==> config.mk <==
export PLATFORM = sky130hd
export DESIGN_NAME = dac_cmd_port
export DESIGN_NICKNAME = d
export VERILOG_FILES = /design/src/logic/dac_cmd_port.v
export VERILOG_INCLUDE_DIRS = /design/src /design/src/logic
export SDC_FILE = /design/constraint.sdc
export NUM_CORES = 1
export LEC_CHECK = 0
export ABC_AREA = 0
export BUFFER_PORTS_ARGS = -buffer_cell sky130_fd_sc_hd__clkbuf_2
export CAP_MARGIN = 10
export CORE_ASPECT_RATIO = 1.4
export CORE_MARGIN = 4
export CORE_UTILIZATION = 60
export DETAILED_ROUTE_END_ITERATION = 7
export PLACE_DENSITY = 0.87
export SYNTH_ARGS = -nofsm -noshare
export SYNTH_HDL_FRONTEND = slang
export SYNTH_SLANG_ARGS = --single-unit
==> constraint.sdc <==
create_clock -name ref_clk_i -period 6.8 [get_ports ref_clk_i]
set_clock_uncertainty 0.2 [all_clocks]
set_input_delay 1.7 -clock ref_clk_i [delete_from_list [all_inputs] [get_ports ref_clk_i]]
set_output_delay 1.7 -clock ref_clk_i [all_outputs]
set_load 0.005 [all_outputs]
==> src/logic/dac_port_defines.vh <==
/*
 * Constants for the serial command port of the loop-current DAC:
 * frame layout, command bytes, control bit positions,
 * reset values and the watchdog period.
 * Assumes it is included by bare name into the design file only.
 */
`ifndef DAC_PORT_DEFINES_VH
`define DAC_PORT_DEFINES_VH

// Frame lengths and field positions
`define FRAME_BITS 6'd24
`define FRAME_CRC_BITS 6'd32
`define CNT_MAX 6'd33
`define CMD_HI 23
`define CMD_LO 16
`define DATA_HI 15
`define DATA_LO 0
`define CRC_POLY 8'h07
`define CRC_INIT 8'h00

// Command bytes; reads set the top bit over the write address, the fault read over the load command
`define CMD_WR_DAC 8'h01
`define CMD_WR_CTRL 8'h02
`define CMD_WR_OFFS 8'h03
`define CMD_WR_GAIN 8'h04
`define CMD_LOAD_DAC 8'h05
`define CMD_FORCE_ALARM 8'h06
`define CMD_RESET 8'h07
`define CMD_MEASURE 8'h08
`define CMD_NOP 8'h09
`define CMD_RD_DAC 8'h81
`define CMD_RD_CTRL 8'h82
`define CMD_RD_OFFS 8'h83
`define CMD_RD_GAIN 8'h84
`define CMD_RD_FAULT 8'h85

// Control register fields
`define CTRL_AUTO_RB_DIS 11
`define CTRL_ADC_SEL 8
`define CTRL_ADC_PWR 7

// Reset values
`define DAC_RST 16'h0000
`define CTRL_RST 16'h0000
`define OFFS_RST 16'h8000
`define GAIN_RST 16'hffff

// Serial watchdog: one second at the 100 MHz reference, sized to the counter
`define WDOG_W 27
`define WDOG_CYCLES 27'h5f5e100

`endif

==> src/logic/dac_cmd_port.v <==
/*
 * Serial command and register port of a loop-powered 16-bit current DAC.
 * Frame-sync, serial clock and serial data come from a host on pins and
 * are resynchronised to ref_clk_i; the serial clock must run well below
 * a quarter of the reference rate. Analog blocks (DAC core, ADC, fault
 * detectors) sit outside and are reached through plain ports.
 */
`timescale 1ns/1ps
`include "dac_port_defines.vh"

module dac_cmd_port #(
    parameter [`WDOG_W-1:0] WDOG_CYCLES = `WDOG_CYCLES
) (
    input wire ref_clk_i,
    input wire rst_i,
    input wire sclk_i,
    input wire sync_n_i,
    input wire serial_in_line_i,
    input wire [5:0] fault_flags_i,
    input wire [7:0] adc_code_i,
    input wire adc_done_i,
    output reg serial_out_line_o,
    output reg fault_o,
    output reg [15:0] dac_code_o,
    output reg [15:0] offset_active_o,
    output reg [15:0] gain_active_o,
    output reg [15:0] ctrl_o,
    output reg alarm_o,
    output reg adc_start_o,
    output reg adc_power_o,
    output reg adc_source_o
);

    // CRC over command and data, MSB first
    function [7:0] crc8;
        input [23:0] d;
        integer i;
        reg [7:0] c;
        begin
            c = `CRC_INIT;
            for (i = 23; i >= 0; i = i - 1) begin
                c = {c[6:0], 1'b0} ^ ((c[7] ^ d[i]) ? `CRC_POLY : 8'h00);
            end
            crc8 = c;
        end
    endfunction

    // Pin synchronisers; first stages feed only the second stages
    reg sclk_m, sclk_s, sclk_d;
    reg sync_m, sync_s, sync_d;
    reg serin_m, serin_s;
    reg done_m, done_s, done_d;
    reg [5:0] flags_m, flags_s;
    reg [7:0] adc_m, adc_s;

    // Reset values match the idle pin levels, so no false frame edge follows
    // reset; the serial clock resets low, which can only fake a rising edge,
    // and rising edges of the serial clock are never used
    always @(posedge ref_clk_i) begin
        if (rst_i) begin
            sclk_m <= 1'b0;
            sclk_s <= 1'b0;
            sclk_d <= 1'b0;
            sync_m <= 1'b1;
            sync_s <= 1'b1;
            sync_d <= 1'b1;
            serin_m <= 1'b0;
            serin_s <= 1'b0;
            done_m <= 1'b0;
            done_s <= 1'b0;
            done_d <= 1'b0;
            flags_m <= 6'h00;
            flags_s <= 6'h00;
            adc_m <= 8'h00;
            adc_s <= 8'h00;
        end else begin
            sclk_m <= sclk_i;
            sclk_s <= sclk_m;
            sclk_d <= sclk_s;
            sync_m <= sync_n_i;
            sync_s <= sync_m;
            sync_d <= sync_s;
            serin_m <= serial_in_line_i;
            serin_s <= serin_m;
            done_m <= adc_done_i;
            done_s <= done_m;
            done_d <= done_s;
            flags_m <= fault_flags_i;
            flags_s <= flags_m;
            adc_m <= adc_code_i;
            adc_s <= adc_m;
        end
    end

    // Edge events in the reference domain
    wire sclk_fall = sclk_d & ~sclk_s;
    wire sync_fall = sync_d & ~sync_s;
    wire sync_rise = ~sync_d & sync_s;
    wire in_frame = ~sync_s;
    wire adc_done = done_s & ~done_d;

    // Registers and frame state
    reg [31:0] shift_r;
    reg [5:0] count_r;
    reg [23:0] out_r;
    reg [15:0] dac_r, ctrl_r, offs_r, gain_r;
    reg [15:0] rd_word_r;
    reg rd_pend_r;
    reg [7:0] adc_r;
    reg crc_err_r;
    reg wdog_r;
    reg [`WDOG_W-1:0] wdog_cnt_r;

    // Frame decode at frame-sync rising
    // Only exact lengths execute; the count saturates above 32 so an
    // overlong frame can never wrap back into a legal length
    wire len24 = (count_r == `FRAME_BITS);
    wire len32 = (count_r == `FRAME_CRC_BITS);
    wire [23:0] body = len32 ? shift_r[31:8] : shift_r[23:0];
    wire [7:0] cmd = body[`CMD_HI:`CMD_LO];
    wire [15:0] data = body[`DATA_HI:`DATA_LO];
    wire crc_ok = (crc8(body) == shift_r[7:0]);
    wire frame_ok = sync_rise & (len24 | (len32 & crc_ok));
    wire crc_bad = sync_rise & len32 & ~crc_ok;
    wire [15:0] fault_word = {crc_err_r, wdog_r, flags_s, adc_r};
    // Conversion start for the power output, decoded like the strobe so that
    // power is already up in the cycle in which the strobe is seen
    wire start_nxt = frame_ok & ((cmd == `CMD_MEASURE) |
        (~ctrl_r[`CTRL_AUTO_RB_DIS] & ctrl_r[`CTRL_ADC_PWR]));

    // Readback mux for read commands
    reg [15:0] rd_sel;
    always @* begin
        case (cmd)
            `CMD_RD_DAC: rd_sel = dac_r;
            `CMD_RD_CTRL: rd_sel = ctrl_r;
            `CMD_RD_OFFS: rd_sel = offs_r;
            `CMD_RD_GAIN: rd_sel = gain_r;
            `CMD_RD_FAULT: rd_sel = fault_word;
            // Unknown read codes return zero, never a stale word
            default: rd_sel = 16'h0000;
        endcase
    end
    wire is_read = (cmd == `CMD_RD_DAC) | (cmd == `CMD_RD_CTRL) |
        (cmd == `CMD_RD_OFFS) | (cmd == `CMD_RD_GAIN) | (cmd == `CMD_RD_FAULT);

    // Input shift and serial output; both move only inside a frame,
    // so a gated serial clock needs no edges outside frames
    always @(posedge ref_clk_i) begin
        if (rst_i) begin
            shift_r <= 32'h00000000;
            count_r <= 6'd0;
            out_r <= 24'h000000;
            serial_out_line_o <= 1'b0;
        end else if (sync_fall) begin
            count_r <= 6'd0;
            // Auto mode returns the fault register every frame
            // Words are 16 bits, so the first eight bits out are zero
            if (!ctrl_r[`CTRL_AUTO_RB_DIS])
                out_r <= {8'h00, fault_word};
            else if (rd_pend_r)
                out_r <= {8'h00, rd_word_r};
            else
                out_r <= 24'h000000;
            serial_out_line_o <= 1'b0;
        end else if (in_frame && sclk_fall) begin
            shift_r <= {shift_r[30:0], serin_s};
            if (count_r != `CNT_MAX)
                count_r <= count_r + 6'd1;
            serial_out_line_o <= out_r[23];
            out_r <= {out_r[22:0], 1'b0};
        end
    end

    // Command execution; hardware-set fault bits win over clears
    always @(posedge ref_clk_i) begin
        if (rst_i) begin
            dac_r <= `DAC_RST;
            ctrl_r <= `CTRL_RST;
            offs_r <= `OFFS_RST;
            gain_r <= `GAIN_RST;
            rd_word_r <= 16'h0000;
            rd_pend_r <= 1'b0;
            crc_err_r <= 1'b0;
            dac_code_o <= `DAC_RST;
            offset_active_o <= `OFFS_RST;
            gain_active_o <= `GAIN_RST;
            alarm_o <= 1'b1;
            adc_start_o <= 1'b0;
        end else begin
            adc_start_o <= 1'b0;
            if (sync_rise)
                rd_pend_r <= 1'b0;
            if (frame_ok) begin
                case (cmd)
                    `CMD_WR_DAC: begin
                        dac_r <= data;
                        dac_code_o <= data;
                        offset_active_o <= offs_r;
                        gain_active_o <= gain_r;
                        alarm_o <= 1'b0;
                    end
                    `CMD_WR_CTRL: ctrl_r <= data;
                    `CMD_WR_OFFS: offs_r <= data;
                    `CMD_WR_GAIN: gain_r <= data;
                    // Data word unused by the action commands below
                    `CMD_LOAD_DAC: begin
                        dac_code_o <= dac_r;
                        alarm_o <= 1'b0;
                    end
                    `CMD_FORCE_ALARM: alarm_o <= 1'b1;
                    `CMD_RESET: begin
                        dac_r <= `DAC_RST;
                        ctrl_r <= `CTRL_RST;
                        offs_r <= `OFFS_RST;
                        gain_r <= `GAIN_RST;
                        dac_code_o <= `DAC_RST;
                        offset_active_o <= `OFFS_RST;
                        gain_active_o <= `GAIN_RST;
                        alarm_o <= 1'b1;
                    end
                    `CMD_MEASURE: adc_start_o <= 1'b1;
                    default: ;
                endcase
                // Fault register has no write path
                if (is_read) begin
                    rd_word_r <= rd_sel;
                    rd_pend_r <= 1'b1;
                end
                // Auto readback converts once per frame when powered
                if (!ctrl_r[`CTRL_AUTO_RB_DIS] && ctrl_r[`CTRL_ADC_PWR])
                    adc_start_o <= 1'b1;
            end
            // Sticky link faults clear only on the reset command
            if (crc_bad)
                crc_err_r <= 1'b1;
            else if (frame_ok && cmd == `CMD_RESET)
                crc_err_r <= 1'b0;
        end
    end

    // ADC result capture and mode outputs
    always @(posedge ref_clk_i) begin
        if (rst_i) begin
            adc_r <= 8'h00;
            ctrl_o <= `CTRL_RST;
            adc_power_o <= 1'b0;
            adc_source_o <= 1'b0;
        end else begin
            if (adc_done)
                adc_r <= adc_s;
            ctrl_o <= ctrl_r;
            adc_power_o <= ctrl_r[`CTRL_ADC_PWR] | start_nxt;
            adc_source_o <= ctrl_r[`CTRL_ADC_SEL];
        end
    end

    // Serial watchdog; any frame start restarts it. A sync glitch still
    // counts as traffic, which favours keeping the fault quiet.
    // The count saturates, so a silent link holds the fault without wrapping.
    always @(posedge ref_clk_i) begin
        if (rst_i) begin
            wdog_cnt_r <= {`WDOG_W{1'b0}};
            wdog_r <= 1'b0;
            fault_o <= 1'b0;
        end else begin
            if (sync_fall)
                wdog_cnt_r <= {`WDOG_W{1'b0}};
            else if (wdog_cnt_r != WDOG_CYCLES)
                wdog_cnt_r <= wdog_cnt_r + {{(`WDOG_W-1){1'b0}}, 1'b1};
            if (!sync_fall && wdog_cnt_r == WDOG_CYCLES - {{(`WDOG_W-1){1'b0}}, 1'b1})
                wdog_r <= 1'b1;
            else if (frame_ok && cmd == `CMD_RESET)
                wdog_r <= 1'b0;
            fault_o <= wdog_r | crc_err_r | (|flags_s);
        end
    end

endmodule // dac_cmd_port

# Word-level counts from Yosys, hierarchy flattened
# Cells that the tools add are included.
dict set report totals {
  output_inout_bits 70
  word_cells 207
  in_bits 20
  ff_bits 289
}
dict set report classes {
  n_reduce_logical 29
  bitwise 73
  n_eq_ne 19
  addsub 2
  n_mux 46
}
# op n
set op_table {}
lappend op_table {{16-bit one-hot mux with 2 select lines} 6}
lappend op_table {{8-bit by 3-bit XOR with 8-bit output} 19}
lappend op_table {{16-bit one-hot mux with 5 select lines} 1}
lappend op_table {{24-bit two-way mux} 3}
lappend op_table {{3-bit two-way mux} 24}
lappend op_table {{16-bit one-hot mux with 3 select lines} 1}
lappend op_table {{8-bit == test, second input constant} 5}
lappend op_table {{8-bit by 3-bit == test with 1-bit output, second input constant} 4}
lappend op_table {{16-bit two-way mux} 2}
lappend op_table {{27-bit by 1-bit adder with 27-bit output, second input constant} 1}
lappend op_table {{27-bit == test, second input constant} 1}
lappend op_table {{27-bit != test, second input constant} 1}
lappend op_table {{2-bit AND reduction} 9}
lappend op_table {{1-bit XOR} 18}
lappend op_table {{8-bit by 2-bit == test with 1-bit output, second input constant} 2}
lappend op_table {{2-bit nonzero test} 8}
lappend op_table {{1-bit AND} 10}
lappend op_table {{1-bit OR} 9}
lappend op_table {{8-bit by 1-bit == test with 1-bit output, second input constant} 1}
lappend op_table {{8-bit by 4-bit == test with 1-bit output, second input constant} 1}
lappend op_table {{8-bit == test} 1}
lappend op_table {{1-bit two-way mux} 8}
lappend op_table {{1-bit inverter} 8}
lappend op_table {{2-bit OR reduction} 4}
lappend op_table {{other kinds (14)} 22}

# Logic depth before layout (Yosys ltp)
# Gate-level depths: netlist of the first run.
dict set report depth {
  word_depth 70
  depth_mapped 22
  depth_no_buf 18
}

# Worst setup path before layout of the first run
# Ideal clock, no wire load.
dict set report synth_path {
  path_kind {reg2reg}
  start {register count_r[2]}
  end {register gain_active_o[0]}
  setup_ps 117
  stages_incl_launch_ff 20
  arrival_ps 5271
  setup_slack_ps 1212
  t_required_ps 6483
  n_path_buf 4
  synth_period_minus_slack_ps 5588
  cell_sequence {dfxtp_1 > or4b_1 > buf_2 > nor2_4 > clkbuf_1 > buf_1 > mux2i_1 > ha_1 > inv_1 > and2_1 > a2111oi_2 > xnor2_1 > xor3_1 > or2_1 > mux2i_4 > o211a_4 > a31oi_4 > or3_1 > buf_2 > o22a_1}
}
dict set report synth_via {
  elab_chain_cells 38
  word_cells_on_any_way 82
  classes_between {5 x eq/ne; 26 x mux; 49 x bitwise; 2 x reduce/logical}
}
# element line_no
set synth_rtl {}
lappend synth_rtl {{from (decl)} dac_cmd_port.v:104} ;# reg [5:0] count_r;
lappend synth_rtl {{from (signal assigned)} dac_cmd_port.v:169} ;# count_r <= count_r + 6'd1;
lappend synth_rtl {{6-bit == test (no line)} -}
lappend synth_rtl {{24-bit two-way mux} dac_cmd_port.v:119} ;# wire [23:0] body = len32 ? shift_r[31:8] : shift_r[23:0];
lappend synth_rtl {{1-bit XOR} dac_cmd_port.v:42} ;# c = {c[6:0], 1'b0} ^ ((c[7] ^ d[i]) ? `CRC_POLY : 8'h00);
lappend synth_rtl {{3-bit two-way mux} dac_cmd_port.v:42}
lappend synth_rtl {{4-bit by 3-bit XOR with 4-bit output} dac_cmd_port.v:42}
lappend synth_rtl {{5-bit by 3-bit XOR with 5-bit output} dac_cmd_port.v:42}
lappend synth_rtl {{6-bit by 3-bit XOR with 6-bit output} dac_cmd_port.v:42}
lappend synth_rtl {{7-bit by 3-bit XOR with 7-bit output} dac_cmd_port.v:42}
lappend synth_rtl {{(+22 left out)} -}
lappend synth_rtl {{1-bit XOR (tied with other cells)} dac_cmd_port.v:42}
lappend synth_rtl {{3-bit two-way mux / 8-bit by 3-bit XOR with 8-bit output (equally long branches)} dac_cmd_port.v:42}
lappend synth_rtl {{8-bit by 3-bit XOR with 8-bit output} dac_cmd_port.v:42}
lappend synth_rtl {{8-bit == test} dac_cmd_port.v:122} ;# wire crc_ok = (crc8(body) == shift_r[7:0]);
lappend synth_rtl {{1-bit AND} dac_cmd_port.v:123} ;# wire frame_ok = sync_rise & (len24 | (len32 & crc_ok));
lappend synth_rtl {{1-bit OR} dac_cmd_port.v:123}
lappend synth_rtl {{1-bit AND} dac_cmd_port.v:123}
lappend synth_rtl {{2-bit AND reduction (no line)} -}
lappend synth_rtl {{to (signal assigned)} dac_cmd_port.v:187} ;# gain_active_o <= `GAIN_RST;
lappend synth_rtl {{to (signal assigned)} dac_cmd_port.v:200} ;# gain_active_o <= gain_r;
lappend synth_rtl {{to (signal assigned)} dac_cmd_port.v:219} ;# gain_active_o <= `GAIN_RST;
lappend synth_rtl {{to (decl)} dac_cmd_port.v:26} ;# output reg [15:0] gain_active_o,
# Several ways; a longest one is shown, not always the timed one.
# A chain may end at the register's enable or synchronous reset.

# Final worst setup path of the first run
dict set report layout_path {
  start {register count_r[2]}
  end {register offs_r[9]}
}
dict set report layout_via {
  elab_chain_cells 38
  word_cells_on_any_way 82
  classes_between {5 x eq/ne; 26 x mux; 49 x bitwise; 2 x reduce/logical}
}
# element line_no
set layout_rtl {}
lappend layout_rtl {{6-bit == test (no line)} -}
lappend layout_rtl {{24-bit two-way mux} dac_cmd_port.v:119}
lappend layout_rtl {{1-bit XOR} dac_cmd_port.v:42}
lappend layout_rtl {{3-bit two-way mux} dac_cmd_port.v:42}
lappend layout_rtl {{4-bit by 3-bit XOR with 4-bit output} dac_cmd_port.v:42}
lappend layout_rtl {{5-bit by 3-bit XOR with 5-bit output} dac_cmd_port.v:42}
lappend layout_rtl {{6-bit by 3-bit XOR with 6-bit output} dac_cmd_port.v:42}
lappend layout_rtl {{7-bit by 3-bit XOR with 7-bit output} dac_cmd_port.v:42}
lappend layout_rtl {{(+22 left out)} -}
lappend layout_rtl {{1-bit XOR (tied with other cells)} dac_cmd_port.v:42}
lappend layout_rtl {{3-bit two-way mux / 8-bit by 3-bit XOR with 8-bit output (equally long branches)} dac_cmd_port.v:42}
lappend layout_rtl {{8-bit by 3-bit XOR with 8-bit output} dac_cmd_port.v:42}
lappend layout_rtl {{8-bit == test} dac_cmd_port.v:122}
lappend layout_rtl {{1-bit AND} dac_cmd_port.v:123}
lappend layout_rtl {{1-bit OR} dac_cmd_port.v:123}
lappend layout_rtl {{1-bit AND} dac_cmd_port.v:123}
lappend layout_rtl {{2-bit AND reduction (no line)} -}
lappend layout_rtl {{to (signal assigned)} dac_cmd_port.v:180} ;# offs_r <= `OFFS_RST;
lappend layout_rtl {{to (signal assigned)} dac_cmd_port.v:204} ;# `CMD_WR_OFFS: offs_r <= data;
lappend layout_rtl {{to (signal assigned)} dac_cmd_port.v:215} ;# offs_r <= `OFFS_RST;
lappend layout_rtl {{to (decl)} dac_cmd_port.v:106} ;# reg [15:0] dac_r, ctrl_r, offs_r, gain_r;
# Several ways; a longest one is shown, not always the timed one.

==> results of run 1 <==
## report_power, final
| group | leakage, uW | internal [uW] | switching (uW) | total (uW) |
|---|---|---|---|---|
| clock network | 0.000469 | 979 | 622 | 1600 |
| logic | 0.00225 | 18.6 | 42.8 | 61.4 |
| registers | 0.00233 | 1700 | 7.09 | 1710 |
## area by class of cell
cell class | instances | share of cell area (%)
Inverter | 73 | 2.00
Multi-Input combinational cell | 849 | 42.2
Timing Repair Buffer | 105 | 4.33
Clock inverter | 7 | 1.06
Tap cell | 252 | 2.30
Clock buffer | 41 | 5.98
Sequential cell | 288 | 42.1
## synthesized netlist by cell type, drive strengths merged, types with 3 or more instances
master     n
o211ai     3
nor4       5
o21a       3
ha        10
nand2    124
xnor3      6
and3      17
buf       27
mux2i     30
nor2b     38
or3        8
a311oi    16
a22oi     58
nor2      92
o32ai     15
xor2      31
o32a      11
xor3       3
a21oi     96
o22a      15
a22o      26
o21ai     51
or2        7
nand3     34
nor3      10
clkbuf    68
o2bb2ai   20
nand4      6
a222oi    16
inv       73
xnor2     52
dfxtp    288
a221oi    16
## per-stage QoR
stage	util (%)	worst slack (ns)
after CTS	68.5	1.05
after global placement	63.6	1.24
final	68.7	0.983
after global routing	68.7	0.645
after floorplan	-	1.21
after detailed placement	63.6	1.14
## cell families after synthesis
kind of cell	count (synthesis)
adder cells (fa/ha/maj)	10
buffers and inverters	168
multiplexers	31
AND/OR/NAND/NOR	356
flip-flops	288
XOR/XNOR	92
AO/OA/AOI/OAI	360
## final timing paths
kind                            startpoint        end  cells past startpoint
worst max-delay path            count_r[2]  offs_r[9]                     15
worst min-delay path              adc_m[3]   adc_s[3]                      1
worst max register to register  count_r[2]  offs_r[9]                     15
worst min register to register    adc_m[3]   adc_s[3]                      1
## sequential cells by signal, indices dropped and copies added (netlist names), 16 cells and up
signal           cells
shift_r             32
wdog_cnt_r          27
out_r               24
ctrl_o              16
ctrl_r              16
dac_code_o          16
dac_r               16
gain_active_o       16
gain_r              16
offs_r              16
offset_active_o     16
rd_word_r           16
## routing by layer
layer / up-vias / track usage [%]
met5: - / 0
met2: 445 / 46.8
met4: 0 / 20.6
li1: 4698 / -
met3: 147 / 3.77
met1: 4752 / 31.6
## critical path, stage by stage (launching register included)
cell and delay [ns]:
sky130_fd_sc_hd__dfxtp_1 0.39, sky130_fd_sc_hd__or4b_1 0.68, sky130_fd_sc_hd__nor2_4 0.21, sky130_fd_sc_hd__nor2_1 0.06
sky130_fd_sc_hd__a21oi_1 0.20, sky130_fd_sc_hd__ha_1 0.33, sky130_fd_sc_hd__or4_1 0.52, sky130_fd_sc_hd__nand4b_1 0.16
sky130_fd_sc_hd__xnor2_1 0.20, sky130_fd_sc_hd__xor3_1 0.39, sky130_fd_sc_hd__or2_1 0.27, sky130_fd_sc_hd__mux2i_4 0.17
sky130_fd_sc_hd__o211ai_1 0.16, sky130_fd_sc_hd__o21ai_2 0.68, sky130_fd_sc_hd__nand3_1 0.70, sky130_fd_sc_hd__o2bb2ai_1 0.38
==> metrics.txt, run 1 <==
# TYPE chip_impl_metric gauge
chip_impl_info{name="status",value="complete, no violations"} 1
chip_impl_info{name="hold_wc_path_type",value="register to register"} 1
chip_impl_metric{name="die_height",unit="um"} 177
chip_impl_metric{name="post_synth_edffs",unit=""} 0
chip_impl_info{name="layout.cells.most_common_list",value="sky130_fd_sc_hd__dfxtp_1 (288), sky130_fd_sc_hd__nand2_1 (124), sky130_fd_sc_hd__a21oi_1 (95)"} 1
chip_impl_metric{name="crit_share_post_route",unit="%"} 85.5
chip_impl_metric{name="drive_above_1_share",unit="%"} 13.6
chip_impl_metric{name="cts.sink_count",unit=""} 288
chip_impl_info{name="critical_path.startpoint_type",value="register"} 1
chip_impl_metric{name="cts.clk_slew.worst_paths",unit="ns"} 0.07
chip_impl_metric{name="synth-seq-cells",unit=""} 288
chip_impl_info{name="synth_top_cell_by_area",value="sky130_fd_sc_hd__dfxtp_1"} 1
chip_impl_metric{name="finalWirelength",unit="um"} 32300
chip_impl_metric{name="synth-adder-area-share",unit="%"} 1.02
chip_impl_metric{name="hold_slack",unit="ns"} 0.236
chip_impl_metric{name="port_buffers",unit=""} 89
chip_impl_metric{name="seqCellArea",unit="um^2"} 5770
chip_impl_metric{name="post_synth.cell_area_avg",unit="um^2"} 9.36
chip_impl_metric{name="synth_area",unit="um^2"} 12200
chip_impl_metric{name="critical_path_peak_fanout",unit=""} 17
chip_impl_info{name="layout_commonest_cell",value="sky130_fd_sc_hd__dfxtp_1"} 1
chip_impl_metric{name="synthesis.instances",unit=""} 1305
chip_impl_metric{name="synthesis.nets",unit=""} 1335
chip_impl_metric{name="ys_warn_count",unit=""} 0
chip_impl_metric{name="detail-route-antenna-nets",unit=""} 0
chip_impl_info{name="synth_top_family_by_area",value="compound AO/OA/AOI/OAI gates"} 1
chip_impl_metric{name="shortest_clock_period_the_worst_path_allows_after_layout",unit="ns"} 5.82
chip_impl_metric{name="hpwlAfterDp",unit="um"} 22400
chip_impl_metric{name="fmax",unit="MHz"} 172
chip_impl_info{name="grt_setup_unrepaired",value="no"} 1
chip_impl_info{name="area_contributors_post_synth",value="sky130_fd_sc_hd__dfxtp_1 (47%), sky130_fd_sc_hd__a21oi_1 (3.9%), sky130_fd_sc_hd__nand2_1 (3.8%)"} 1
chip_impl_metric{name="pwr_density_cell",unit="nW/um^2"} 246
chip_impl_metric{name="grt_start_max_net_pins",unit=""} 92
chip_impl_metric{name="dr_vias",unit=""} 10042
chip_impl_metric{name="power.leakage",unit="uW"} 0.00505
chip_impl_metric{name="cts-hold-fix-buffers",unit=""} 0
chip_impl_metric{name="finish.cell_count_without_fillers",unit=""} 1615
chip_impl_metric{name="post_dp_cell_area",unit="um^2"} 12700
chip_impl_metric{name="ys_seq_area_share",unit="%"} 47.2
chip_impl_metric{name="setup_viol_count_final",unit=""} 0
chip_impl_metric{name="dpl_cells",unit=""} 1565
chip_impl_metric{name="synthDominantCellAreaShare",unit="%"} 47.2
chip_impl_metric{name="htree_levels",unit=""} 1
chip_impl_metric{name="grt_pass1_vias",unit=""} 9656
chip_impl_metric{name="number_of_antenna_violations_at_the_first_check_in_global_routing",unit=""} 0
chip_impl_metric{name="max-clock-path-buffers",unit=""} 3
chip_impl_metric{name="tightest_slew",unit="ns"} 1.23
chip_impl_metric{name="met3WireLength",unit="um"} 1980
chip_impl_info{name="synth_ff_type",value="sky130_fd_sc_hd__dfxtp_1"} 1
chip_impl_metric{name="total_power",unit="uW"} 3370
chip_impl_metric{name="antenna-diode-count",unit=""} 0
chip_impl_metric{name="num-fill-cells",unit=""} 1474
chip_impl_metric{name="crit_arrival",unit="ns"} 6.05
chip_impl_metric{name="ctsResizeCount",unit=""} 0
chip_impl_metric{name="final_net_count",unit=""} 1373
chip_impl_metric{name="worst_ir_drop_vdd",unit="mV"} 0.189
chip_impl_metric{name="floorplan.initialDensity",unit="%"} 61.3
chip_impl_metric{name="multi_input_comb_area",unit="um^2"} 5770
chip_impl_metric{name="fp.coreArea",unit="um^2"} 19900
chip_impl_metric{name="io-pin-count",unit=""} 90
chip_impl_metric{name="met2_wire_len",unit="um"} 15600
chip_impl_metric{name="final-max-slew-violation-count",unit=""} 0
chip_impl_metric{name="global_route.overflow_total",unit=""} 0
chip_impl_metric{name="vias_per_cell",unit=""} 6.22
chip_impl_metric{name="std_cell_rows",unit=""} 61
chip_impl_metric{name="postSynth.asyncResetShare",unit="%"} 0
chip_impl_info{name="top_layer_used",value="met4"} 1
chip_impl_metric{name="yosys-mux-area-fraction",unit="%"} 2.65
chip_impl_metric{name="cts_made_buffers",unit=""} 26
chip_impl_metric{name="synth-compound-area-share",unit="%"} 21.9
chip_impl_metric{name="route.detailed.wl_per_inst",unit="um"} 20.0
chip_impl_metric{name="final_hold_viol_count",unit=""} 0
chip_impl_metric{name="timing.reg2reg.setup_slack",unit="ns"} 0.98
chip_impl_metric{name="required",unit="ns"} 7.03
chip_impl_metric{name="synth_cell_type_count",unit=""} 71
chip_impl_metric{name="fin_setup_tns",unit="ns"} 0
chip_impl_metric{name="yosys.area_share.xor_xnor",unit="%"} 7.70
chip_impl_info{name="crit_type",value="register to register"} 1
chip_impl_metric{name="place_congestion",unit=""} 0.949
chip_impl_metric{name="die_area",unit="um^2"} 22700
chip_impl_metric{name="synth_simple_gate_area_share",unit="%"} 13.9
chip_impl_metric{name="drt_iter0_markers",unit=""} 965
chip_impl_metric{name="routedLengthMet1",unit="um"} 12000
chip_impl_metric{name="max_cap_violations",unit=""} 0
chip_impl_metric{name="post-cts-setup-buffer-count",unit=""} 0
chip_impl_metric{name="clk_latency_worst_skew_pair",unit="ns"} 0.53
chip_impl_info{name="cts_tree",value="done"} 1
chip_impl_metric{name="remaining_drc_errors",unit=""} 0
chip_impl_metric{name="global_route_wire_length_before_repair",unit="um"} 50600
chip_impl_metric{name="fp.dieW",unit="um"} 129
chip_impl_info{name="worstSetupEndpointType",value="register"} 1
chip_impl_info{name="cts.root.buffer_cell",value="sky130_fd_sc_hd__clkbuf_16"} 1
chip_impl_metric{name="first_pass_iters",unit=""} 8
chip_impl_metric{name="slew_headroom",unit="%"} 17.5
chip_impl_metric{name="finish.instance_area",unit="um^2"} 13700
chip_impl_metric{name="grt_util_all_layers",unit="%"} 27.7
chip_impl_metric{name="area_growth",unit="%"} 12.0
No activity file was read; power rests on OpenSTA's default activity.
==> run 2, diff against run 1 <==
--- a/config.mk
+++ b/config.mk
@@ -13,6 +13,7 @@
 export CORE_MARGIN = 4
 export CORE_UTILIZATION = 60
 export DETAILED_ROUTE_END_ITERATION = 7
+export MAX_ROUTING_LAYER = met4
 export PLACE_DENSITY = 0.87
 export SYNTH_ARGS = -nofsm -noshare
 export SYNTH_HDL_FRONTEND = slang
==> metrics.txt, run 2 (synthesis gave the netlist of run 1 again) <==
# TYPE chip_impl_metric gauge
chip_impl_metric{name="worst_ir_drop_vdd",unit="mV"} 0.200
chip_impl_info{name="critical_path.startpoint_type",value="register"} 1
chip_impl_metric{name="largest_register_ff_count",unit=""} 32
chip_impl_metric{name="drt_iter0_markers",unit=""} 1016
chip_impl_metric{name="util_after_layout",unit="%"} 67.9
chip_impl_metric{name="post_dp_cell_area",unit="um^2"} 12700
chip_impl_metric{name="global_route_wire_length_before_repair",unit="um"} 50200
chip_impl_metric{name="finalWirelength",unit="um"} 32100
chip_impl_metric{name="ctsResizeCount",unit=""} 0
chip_impl_metric{name="global_route.overflow_total",unit=""} 0
chip_impl_metric{name="number_of_antenna_violations_at_the_first_check_in_global_routing",unit=""} 0
chip_impl_info{name="grt_setup_unrepaired",value="no"} 1
chip_impl_metric{name="place_congestion",unit=""} 0.980
chip_impl_metric{name="io-pin-count",unit=""} 90
chip_impl_metric{name="fp.dieW",unit="um"} 129
chip_impl_metric{name="final-max-slew-violation-count",unit=""} 0
chip_impl_metric{name="hpwlAfterDp",unit="um"} 22600
chip_impl_metric{name="clk_latency_worst_skew_pair",unit="ns"} 0.53
chip_impl_metric{name="cts.clk_slew.worst_paths",unit="ns"} 0.07
chip_impl_info{name="cts.root.buffer_cell",value="sky130_fd_sc_hd__clkbuf_16"} 1
chip_impl_metric{name="grt_start_max_net_pins",unit=""} 93
chip_impl_metric{name="die_area",unit="um^2"} 22700
chip_impl_metric{name="setup_viol_count_final",unit=""} 0
chip_impl_metric{name="first_pass_iters",unit=""} 8
chip_impl_metric{name="drive_above_1_share",unit="%"} 13.2
chip_impl_metric{name="critical_path_peak_fanout",unit=""} 16
chip_impl_metric{name="final_hold_viol_count",unit=""} 0
chip_impl_info{name="worstSetupEndpointType",value="register"} 1
chip_impl_metric{name="cts.sink_count",unit=""} 288
chip_impl_metric{name="max-clock-path-buffers",unit=""} 3
chip_impl_info{name="cts_tree",value="done"} 1
chip_impl_info{name="largest_registers",value="shift_r (32), wdog_cnt_r (27), out_r (24)"} 1
chip_impl_info{name="layout_commonest_cell",value="sky130_fd_sc_hd__dfxtp_1"} 1
chip_impl_metric{name="htree_levels",unit=""} 1
chip_impl_info{name="crit_type",value="register to register"} 1
chip_impl_metric{name="power.leakage",unit="uW"} 0.00498
chip_impl_metric{name="slew_headroom",unit="%"} 18.9
chip_impl_metric{name="post-cts-setup-buffer-count",unit=""} 0
chip_impl_metric{name="tightest_slew",unit="ns"} 1.21
chip_impl_metric{name="die_height",unit="um"} 177
chip_impl_metric{name="num-fill-cells",unit=""} 1514
chip_impl_metric{name="vias_per_cell",unit=""} 6.19
chip_impl_metric{name="max_cap_violations",unit=""} 0
chip_impl_metric{name="cts-hold-fix-buffers",unit=""} 0
chip_impl_metric{name="route.detailed.wl_per_inst",unit="um"} 19.9
chip_impl_metric{name="fp.coreArea",unit="um^2"} 19900
chip_impl_metric{name="crit_share_post_route",unit="%"} 81.5
chip_impl_metric{name="fmax",unit="MHz"} 181
chip_impl_metric{name="dr_vias",unit=""} 9968
chip_impl_metric{name="required",unit="ns"} 7.04
chip_impl_metric{name="pwr_density_cell",unit="nW/um^2"} 238
chip_impl_metric{name="detail-route-antenna-nets",unit=""} 0
chip_impl_info{name="failed_checks",value="DRC"} 1
chip_impl_metric{name="antenna-diode-count",unit=""} 0
chip_impl_metric{name="total_power",unit="uW"} 3210
chip_impl_metric{name="final_net_count",unit=""} 1370
chip_impl_info{name="layout.cells.most_common_list",value="sky130_fd_sc_hd__dfxtp_1 (288), sky130_fd_sc_hd__nand2_1 (124), sky130_fd_sc_hd__a21oi_1 (95)"} 1
chip_impl_metric{name="cts_made_buffers",unit=""} 25
chip_impl_info{name="regMostFlops",value="shift_r"} 1
chip_impl_metric{name="grt_util_all_layers",unit="%"} 28.4
chip_impl_metric{name="shortest_clock_period_the_worst_path_allows_after_layout",unit="ns"} 5.54
chip_impl_info{name="status",value="finished with violations"} 1
chip_impl_metric{name="finish.instance_area",unit="um^2"} 13500
chip_impl_metric{name="remaining_drc_errors",unit=""} 8
chip_impl_info{name="hold_wc_path_type",value="register to register"} 1
chip_impl_metric{name="fin_setup_tns",unit="ns"} 0
chip_impl_metric{name="port_buffers",unit=""} 89
chip_impl_metric{name="grt_pass1_vias",unit=""} 9582
chip_impl_metric{name="crit_arrival",unit="ns"} 5.78
chip_impl_metric{name="area_growth",unit="%"} 10.6
chip_impl_metric{name="std_cell_rows",unit=""} 61
chip_impl_metric{name="floorplan.initialDensity",unit="%"} 61.3
run 2: cell count changes in the layout (fill, tap and decap cells not counted):
cell / previous run / this run
sky130_fd_sc_hd__buf_16: 1 / 0
sky130_fd_sc_hd__clkinv_2: 0 / 5
sky130_fd_sc_hd__buf_4: 15 / 14
sky130_fd_sc_hd__clkbuf_1: 5 / 7
sky130_fd_sc_hd__clkinvlp_4: 1 / 0
sky130_fd_sc_hd__clkbuf_8: 9 / 3
sky130_fd_sc_hd__bufinv_16: 4 / 3
sky130_fd_sc_hd__clkinv_4: 1 / 2
sky130_fd_sc_hd__clkbuf_16: 27 / 25
run 2: metrics by stage:
step / hold WS [ns] / cells / setup WS [ns]
3_5_place_dp: 0.206 / 1564 / 1.15
5_1_grt: 0.250 / 1611 / 0.902
6_report: 0.236 / 1611 / 1.26
2_1_floorplan: 0.189 / 1305 / 1.21
4_1_cts: 0.233 / 1610 / 1.15
3_3_place_gp: 0.198 / 1564 / 1.33
run 2: path summary, 6_finish.rpt:
path              depth (start not counted)        end  slack, ns       start
hold / removal                            1     sync_s       0.24      sync_m
setup / recovery                         15  offs_r[4]       1.26  count_r[2]
hold reg to reg                           1     sync_s       0.24      sync_m
setup reg to reg                         15  offs_r[4]       1.26  count_r[2]
run 2: area by class of cell:
class / count / area [um^2] / share of cell area (%)
repair buffers: 103 / 557 / 4.12
clock inverters: 11 / 141 / 1.05
flip-flops and latches: 288 / 5770 / 42.7
well taps: 252 / 315 / 2.33
multi-input cells: 849 / 5770 / 42.7
inverters: 73 / 274 / 2.03
clock buffers: 35 / 693 / 5.13
run 2: routing by layer:
layer	up-vias	routed length [um]	global-route usage, %
li1	4686	-	-
met1	4700	11400	30.6
met2	418	15900	47.3
met3	164	2010	4.02
met4	0	2800	20.3
met5	-	0	-
run 2: critical path: stages, from the launching register on:
cell	delay [ns]
sky130_fd_sc_hd__dfxtp_1	0.38
sky130_fd_sc_hd__or4b_1	0.67
sky130_fd_sc_hd__nor2_4	0.20
sky130_fd_sc_hd__nor2_1	0.06
sky130_fd_sc_hd__a21oi_1	0.22
sky130_fd_sc_hd__ha_1	0.34
sky130_fd_sc_hd__or4_1	0.52
sky130_fd_sc_hd__nand4b_1	0.16
sky130_fd_sc_hd__xnor2_1	0.19
sky130_fd_sc_hd__xor3_1	0.38
sky130_fd_sc_hd__or2_1	0.27
sky130_fd_sc_hd__mux2i_4	0.18
sky130_fd_sc_hd__o211ai_1	0.15
sky130_fd_sc_hd__o21ai_2	0.48
sky130_fd_sc_hd__nand3_1	0.66
sky130_fd_sc_hd__o2bb2ai_1	0.37
run 2: power by group:
group | internal, uW | switching (uW)
Sequential | 1700 | 7.16
Combinational | 18.5 | 42.9
Clock | 829 | 616
==> run 3, diff against run 2 <==
==> constraint.sdc (replaced) <==
create_clock -name ref_clk_i -period 5.1 [get_ports ref_clk_i]
set_clock_uncertainty 0.2 [all_clocks]
set_input_delay 1.275 -clock ref_clk_i [delete_from_list [all_inputs] [get_ports ref_clk_i]]
set_output_delay 1.275 -clock ref_clk_i [all_outputs]
set_load 0.005 [all_outputs]
==> metrics.txt, run 3 (synthesis gave the netlist of run 1 again) <==
# TYPE chip_impl_metric gauge
chip_impl_info{name="status",value="complete, no violations"} 1
chip_impl_metric{name="fp.coreArea",unit="um^2"} 19900
chip_impl_metric{name="postLayoutSetupSlackWorst",unit="ns"} 0.303
chip_impl_metric{name="grt_start_max_net_pins",unit=""} 92
chip_impl_info{name="hold_wc_path_type",value="register to register"} 1
chip_impl_info{name="cts.root.buffer_cell",value="sky130_fd_sc_hd__clkbuf_16"} 1
chip_impl_info{name="critical_path.startpoint_type",value="register"} 1
chip_impl_info{name="crit_type",value="register to register"} 1
chip_impl_info{name="cp_cell_sequence",value="or4b_4, nor2_4, nor2_1, a21oi_2, ha_1, or4_1, nand4b_1, xnor2_1, xnor2_1, xor3_1, and3_1, or2_4, a31oi_4, buf_4, nor3_2, buf_12, a22o_1"} 1
chip_impl_info{name="largest_registers",value="shift_r (32), wdog_cnt_r (27), out_r (24)"} 1
chip_impl_metric{name="drive_above_1_share",unit="%"} 15.2
chip_impl_metric{name="die_area",unit="um^2"} 22700
chip_impl_metric{name="required",unit="ns"} 5.32
chip_impl_metric{name="vias_per_cell",unit=""} 6.20
chip_impl_metric{name="drt_iter0_markers",unit=""} 1027
chip_impl_metric{name="port_buffers",unit=""} 89
chip_impl_metric{name="clk_latency_worst_skew_pair",unit="ns"} 0.53
chip_impl_metric{name="finalWirelength",unit="um"} 32600
chip_impl_metric{name="dr_vias",unit=""} 10154
chip_impl_info{name="regMostFlops",value="shift_r"} 1
chip_impl_metric{name="largest_register_ff_count",unit=""} 32
chip_impl_metric{name="area_growth",unit="%"} 13.4
chip_impl_metric{name="pwr_density_cell",unit="nW/um^2"} 315
chip_impl_metric{name="slew_headroom",unit="%"} 23.0
chip_impl_metric{name="place_congestion",unit=""} 0.987
chip_impl_metric{name="max-clock-path-buffers",unit=""} 3
chip_impl_metric{name="dpl_cells",unit=""} 1588
chip_impl_info{name="min-delay-start",value="sync_m"} 1
chip_impl_metric{name="crit_share_post_route",unit="%"} 94.1
chip_impl_metric{name="final_net_count",unit=""} 1398
chip_impl_metric{name="shortest_clock_period_the_worst_path_allows_after_layout",unit="ns"} 4.80
chip_impl_metric{name="tightest_slew",unit="ns"} 1.15
chip_impl_metric{name="worst_ir_drop_vdd",unit="mV"} 0.292
chip_impl_metric{name="first_pass_iters",unit=""} 6
chip_impl_metric{name="floorplan.initialDensity",unit="%"} 61.3
chip_impl_metric{name="path_buf_inv",unit=""} 2
chip_impl_metric{name="fp.dieW",unit="um"} 129
chip_impl_metric{name="global_route.overflow_total",unit=""} 0
chip_impl_metric{name="final_hold_viol_count",unit=""} 0
chip_impl_metric{name="grt_util_all_layers",unit="%"} 28.7
chip_impl_metric{name="setup_viol_count_final",unit=""} 0
chip_impl_metric{name="htree_levels",unit=""} 1
chip_impl_metric{name="pre_cts_ws",unit="ns"} -0.0144
chip_impl_metric{name="crit_arrival",unit="ns"} 5.01
chip_impl_info{name="layout.cells.most_common_list",value="sky130_fd_sc_hd__dfxtp_1 (288), sky130_fd_sc_hd__nand2_1 (124), sky130_fd_sc_hd__a21oi_1 (94)"} 1
chip_impl_info{name="cp_slowest_cell",value="sky130_fd_sc_hd__or4b_4"} 1
chip_impl_metric{name="global_route_wire_length_before_repair",unit="um"} 50900
chip_impl_info{name="cts_tree",value="done"} 1
chip_impl_info{name="grt_setup_unrepaired",value="no"} 1
chip_impl_metric{name="critical_path_peak_fanout",unit=""} 26
chip_impl_info{name="startpoint",value="count_r[4]"} 1
chip_impl_metric{name="cts_made_buffers",unit=""} 26
chip_impl_metric{name="power.leakage",unit="uW"} 0.00515
chip_impl_metric{name="std_cell_rows",unit=""} 61
chip_impl_metric{name="route.detailed.wl_per_inst",unit="um"} 19.9
chip_impl_info{name="layout_commonest_cell",value="sky130_fd_sc_hd__dfxtp_1"} 1
chip_impl_metric{name="num-fill-cells",unit=""} 1473
chip_impl_info{name="crit_family",value="simple AND/OR/NAND/NOR gates"} 1
chip_impl_metric{name="io-pin-count",unit=""} 90
chip_impl_metric{name="cts.sink_count",unit=""} 288
chip_impl_metric{name="hpwlAfterDp",unit="um"} 22700
chip_impl_metric{name="remaining_drc_errors",unit=""} 0
chip_impl_metric{name="cts.clk_slew.worst_paths",unit="ns"} 0.07
chip_impl_metric{name="die_height",unit="um"} 177
chip_impl_info{name="rr_startpoint",value="count_r[4]"} 1
chip_impl_metric{name="final-max-slew-violation-count",unit=""} 0
chip_impl_metric{name="detail-route-antenna-nets",unit=""} 0
chip_impl_info{name="dominant_cell_type_by_count_on_the_critical_path",value="sky130_fd_sc_hd__xnor2_1"} 1
chip_impl_metric{name="number_of_antenna_violations_at_the_first_check_in_global_routing",unit=""} 0
chip_impl_metric{name="fmax",unit="MHz"} 208
chip_impl_metric{name="max_cap_violations",unit=""} 0
chip_impl_metric{name="antenna-diode-count",unit=""} 0
chip_impl_metric{name="crit_path_max_incr_delay",unit="ns"} 0.53
chip_impl_info{name="worstSetupEndpointType",value="register"} 1
chip_impl_metric{name="grt_pass1_vias",unit=""} 9730
chip_impl_metric{name="finish.cell_count_without_fillers",unit=""} 1638
[run 3: cell types whose count changed in the layout (fill, tap and decap cells not counted), moves of 2 or more]
cell,previous run,this run
sky130_fd_sc_hd__clkbuf_8,3,5
sky130_fd_sc_hd__buf_12,0,2
sky130_fd_sc_hd__buf_4,14,38
sky130_fd_sc_hd__clkinvlp_4,0,2
sky130_fd_sc_hd__clkinv_4,2,0
sky130_fd_sc_hd__clkinv_2,5,2
sky130_fd_sc_hd__clkbuf_16,25,27
[run 3: per-layer routing]
| layer | track usage [%] | routed length [um] |
|---|---|---|
| met5 | - | 0 |
| met4 | 17.4 | 2370 |
| met3 | 3.93 | 1890 |
| met2 | 48.7 | 16400 |
| met1 | 31.7 | 11900 |
[run 3: worst paths after layout]
path	end	slack (ns)	depth (start not counted)
min	sync_s	0.22	1
max reg2reg	offset_active_o[6]	0.30	17
min reg2reg	sync_s	0.22	1
max	offset_active_o[6]	0.30	17
[run 3: repair_timing]
item | CTS | global route
buffers inserted | 0 | 2
hold buffers | 0 | 0
cloned | 0 | 0
pin swaps | 0 | 5
endpoints found under the setup margin | 44 | 128
resized for setup | 2 | 5
[run 3: metrics by stage]
step / instance area (um^2) / hold WS (ns) / total power (uW) / utilization (%) / setup TNS (ns)
2_1_floorplan: 12200 / 0.189 / 2380 / - / 0
3_3_place_gp: 12900 / 0.202 / 2410 / 64.6 / 0
3_5_place_dp: 12900 / 0.205 / 2410 / 64.6 / -0.133
4_1_cts: 13800 / 0.223 / 4390 / 69.1 / 0
5_1_grt: 13900 / 0.246 / 4500 / 69.6 / 0
6_report: 13900 / 0.220 / 4370 / 69.6 / 0
[run 3: power breakdown]
group          internal, uW  leakage (uW)  switching (uW)  total, uW
logic                  28.4       0.00239            59.1       87.5
registers              2270       0.00233            9.42       2280
clock network          1190      0.000427             811       2000
[run 3: area by class of cell]
cell class | instances | area, um^2 | area share (%)
clock buffer | 39 | 771 | 5.56
clock inverter | 7 | 115 | 0.831
multi-input combinational | 849 | 5810 | 41.9
sequential | 288 | 5770 | 41.6
tap | 252 | 315 | 2.27
inverter | 73 | 274 | 1.98
timing repair buffer | 130 | 808 | 5.83
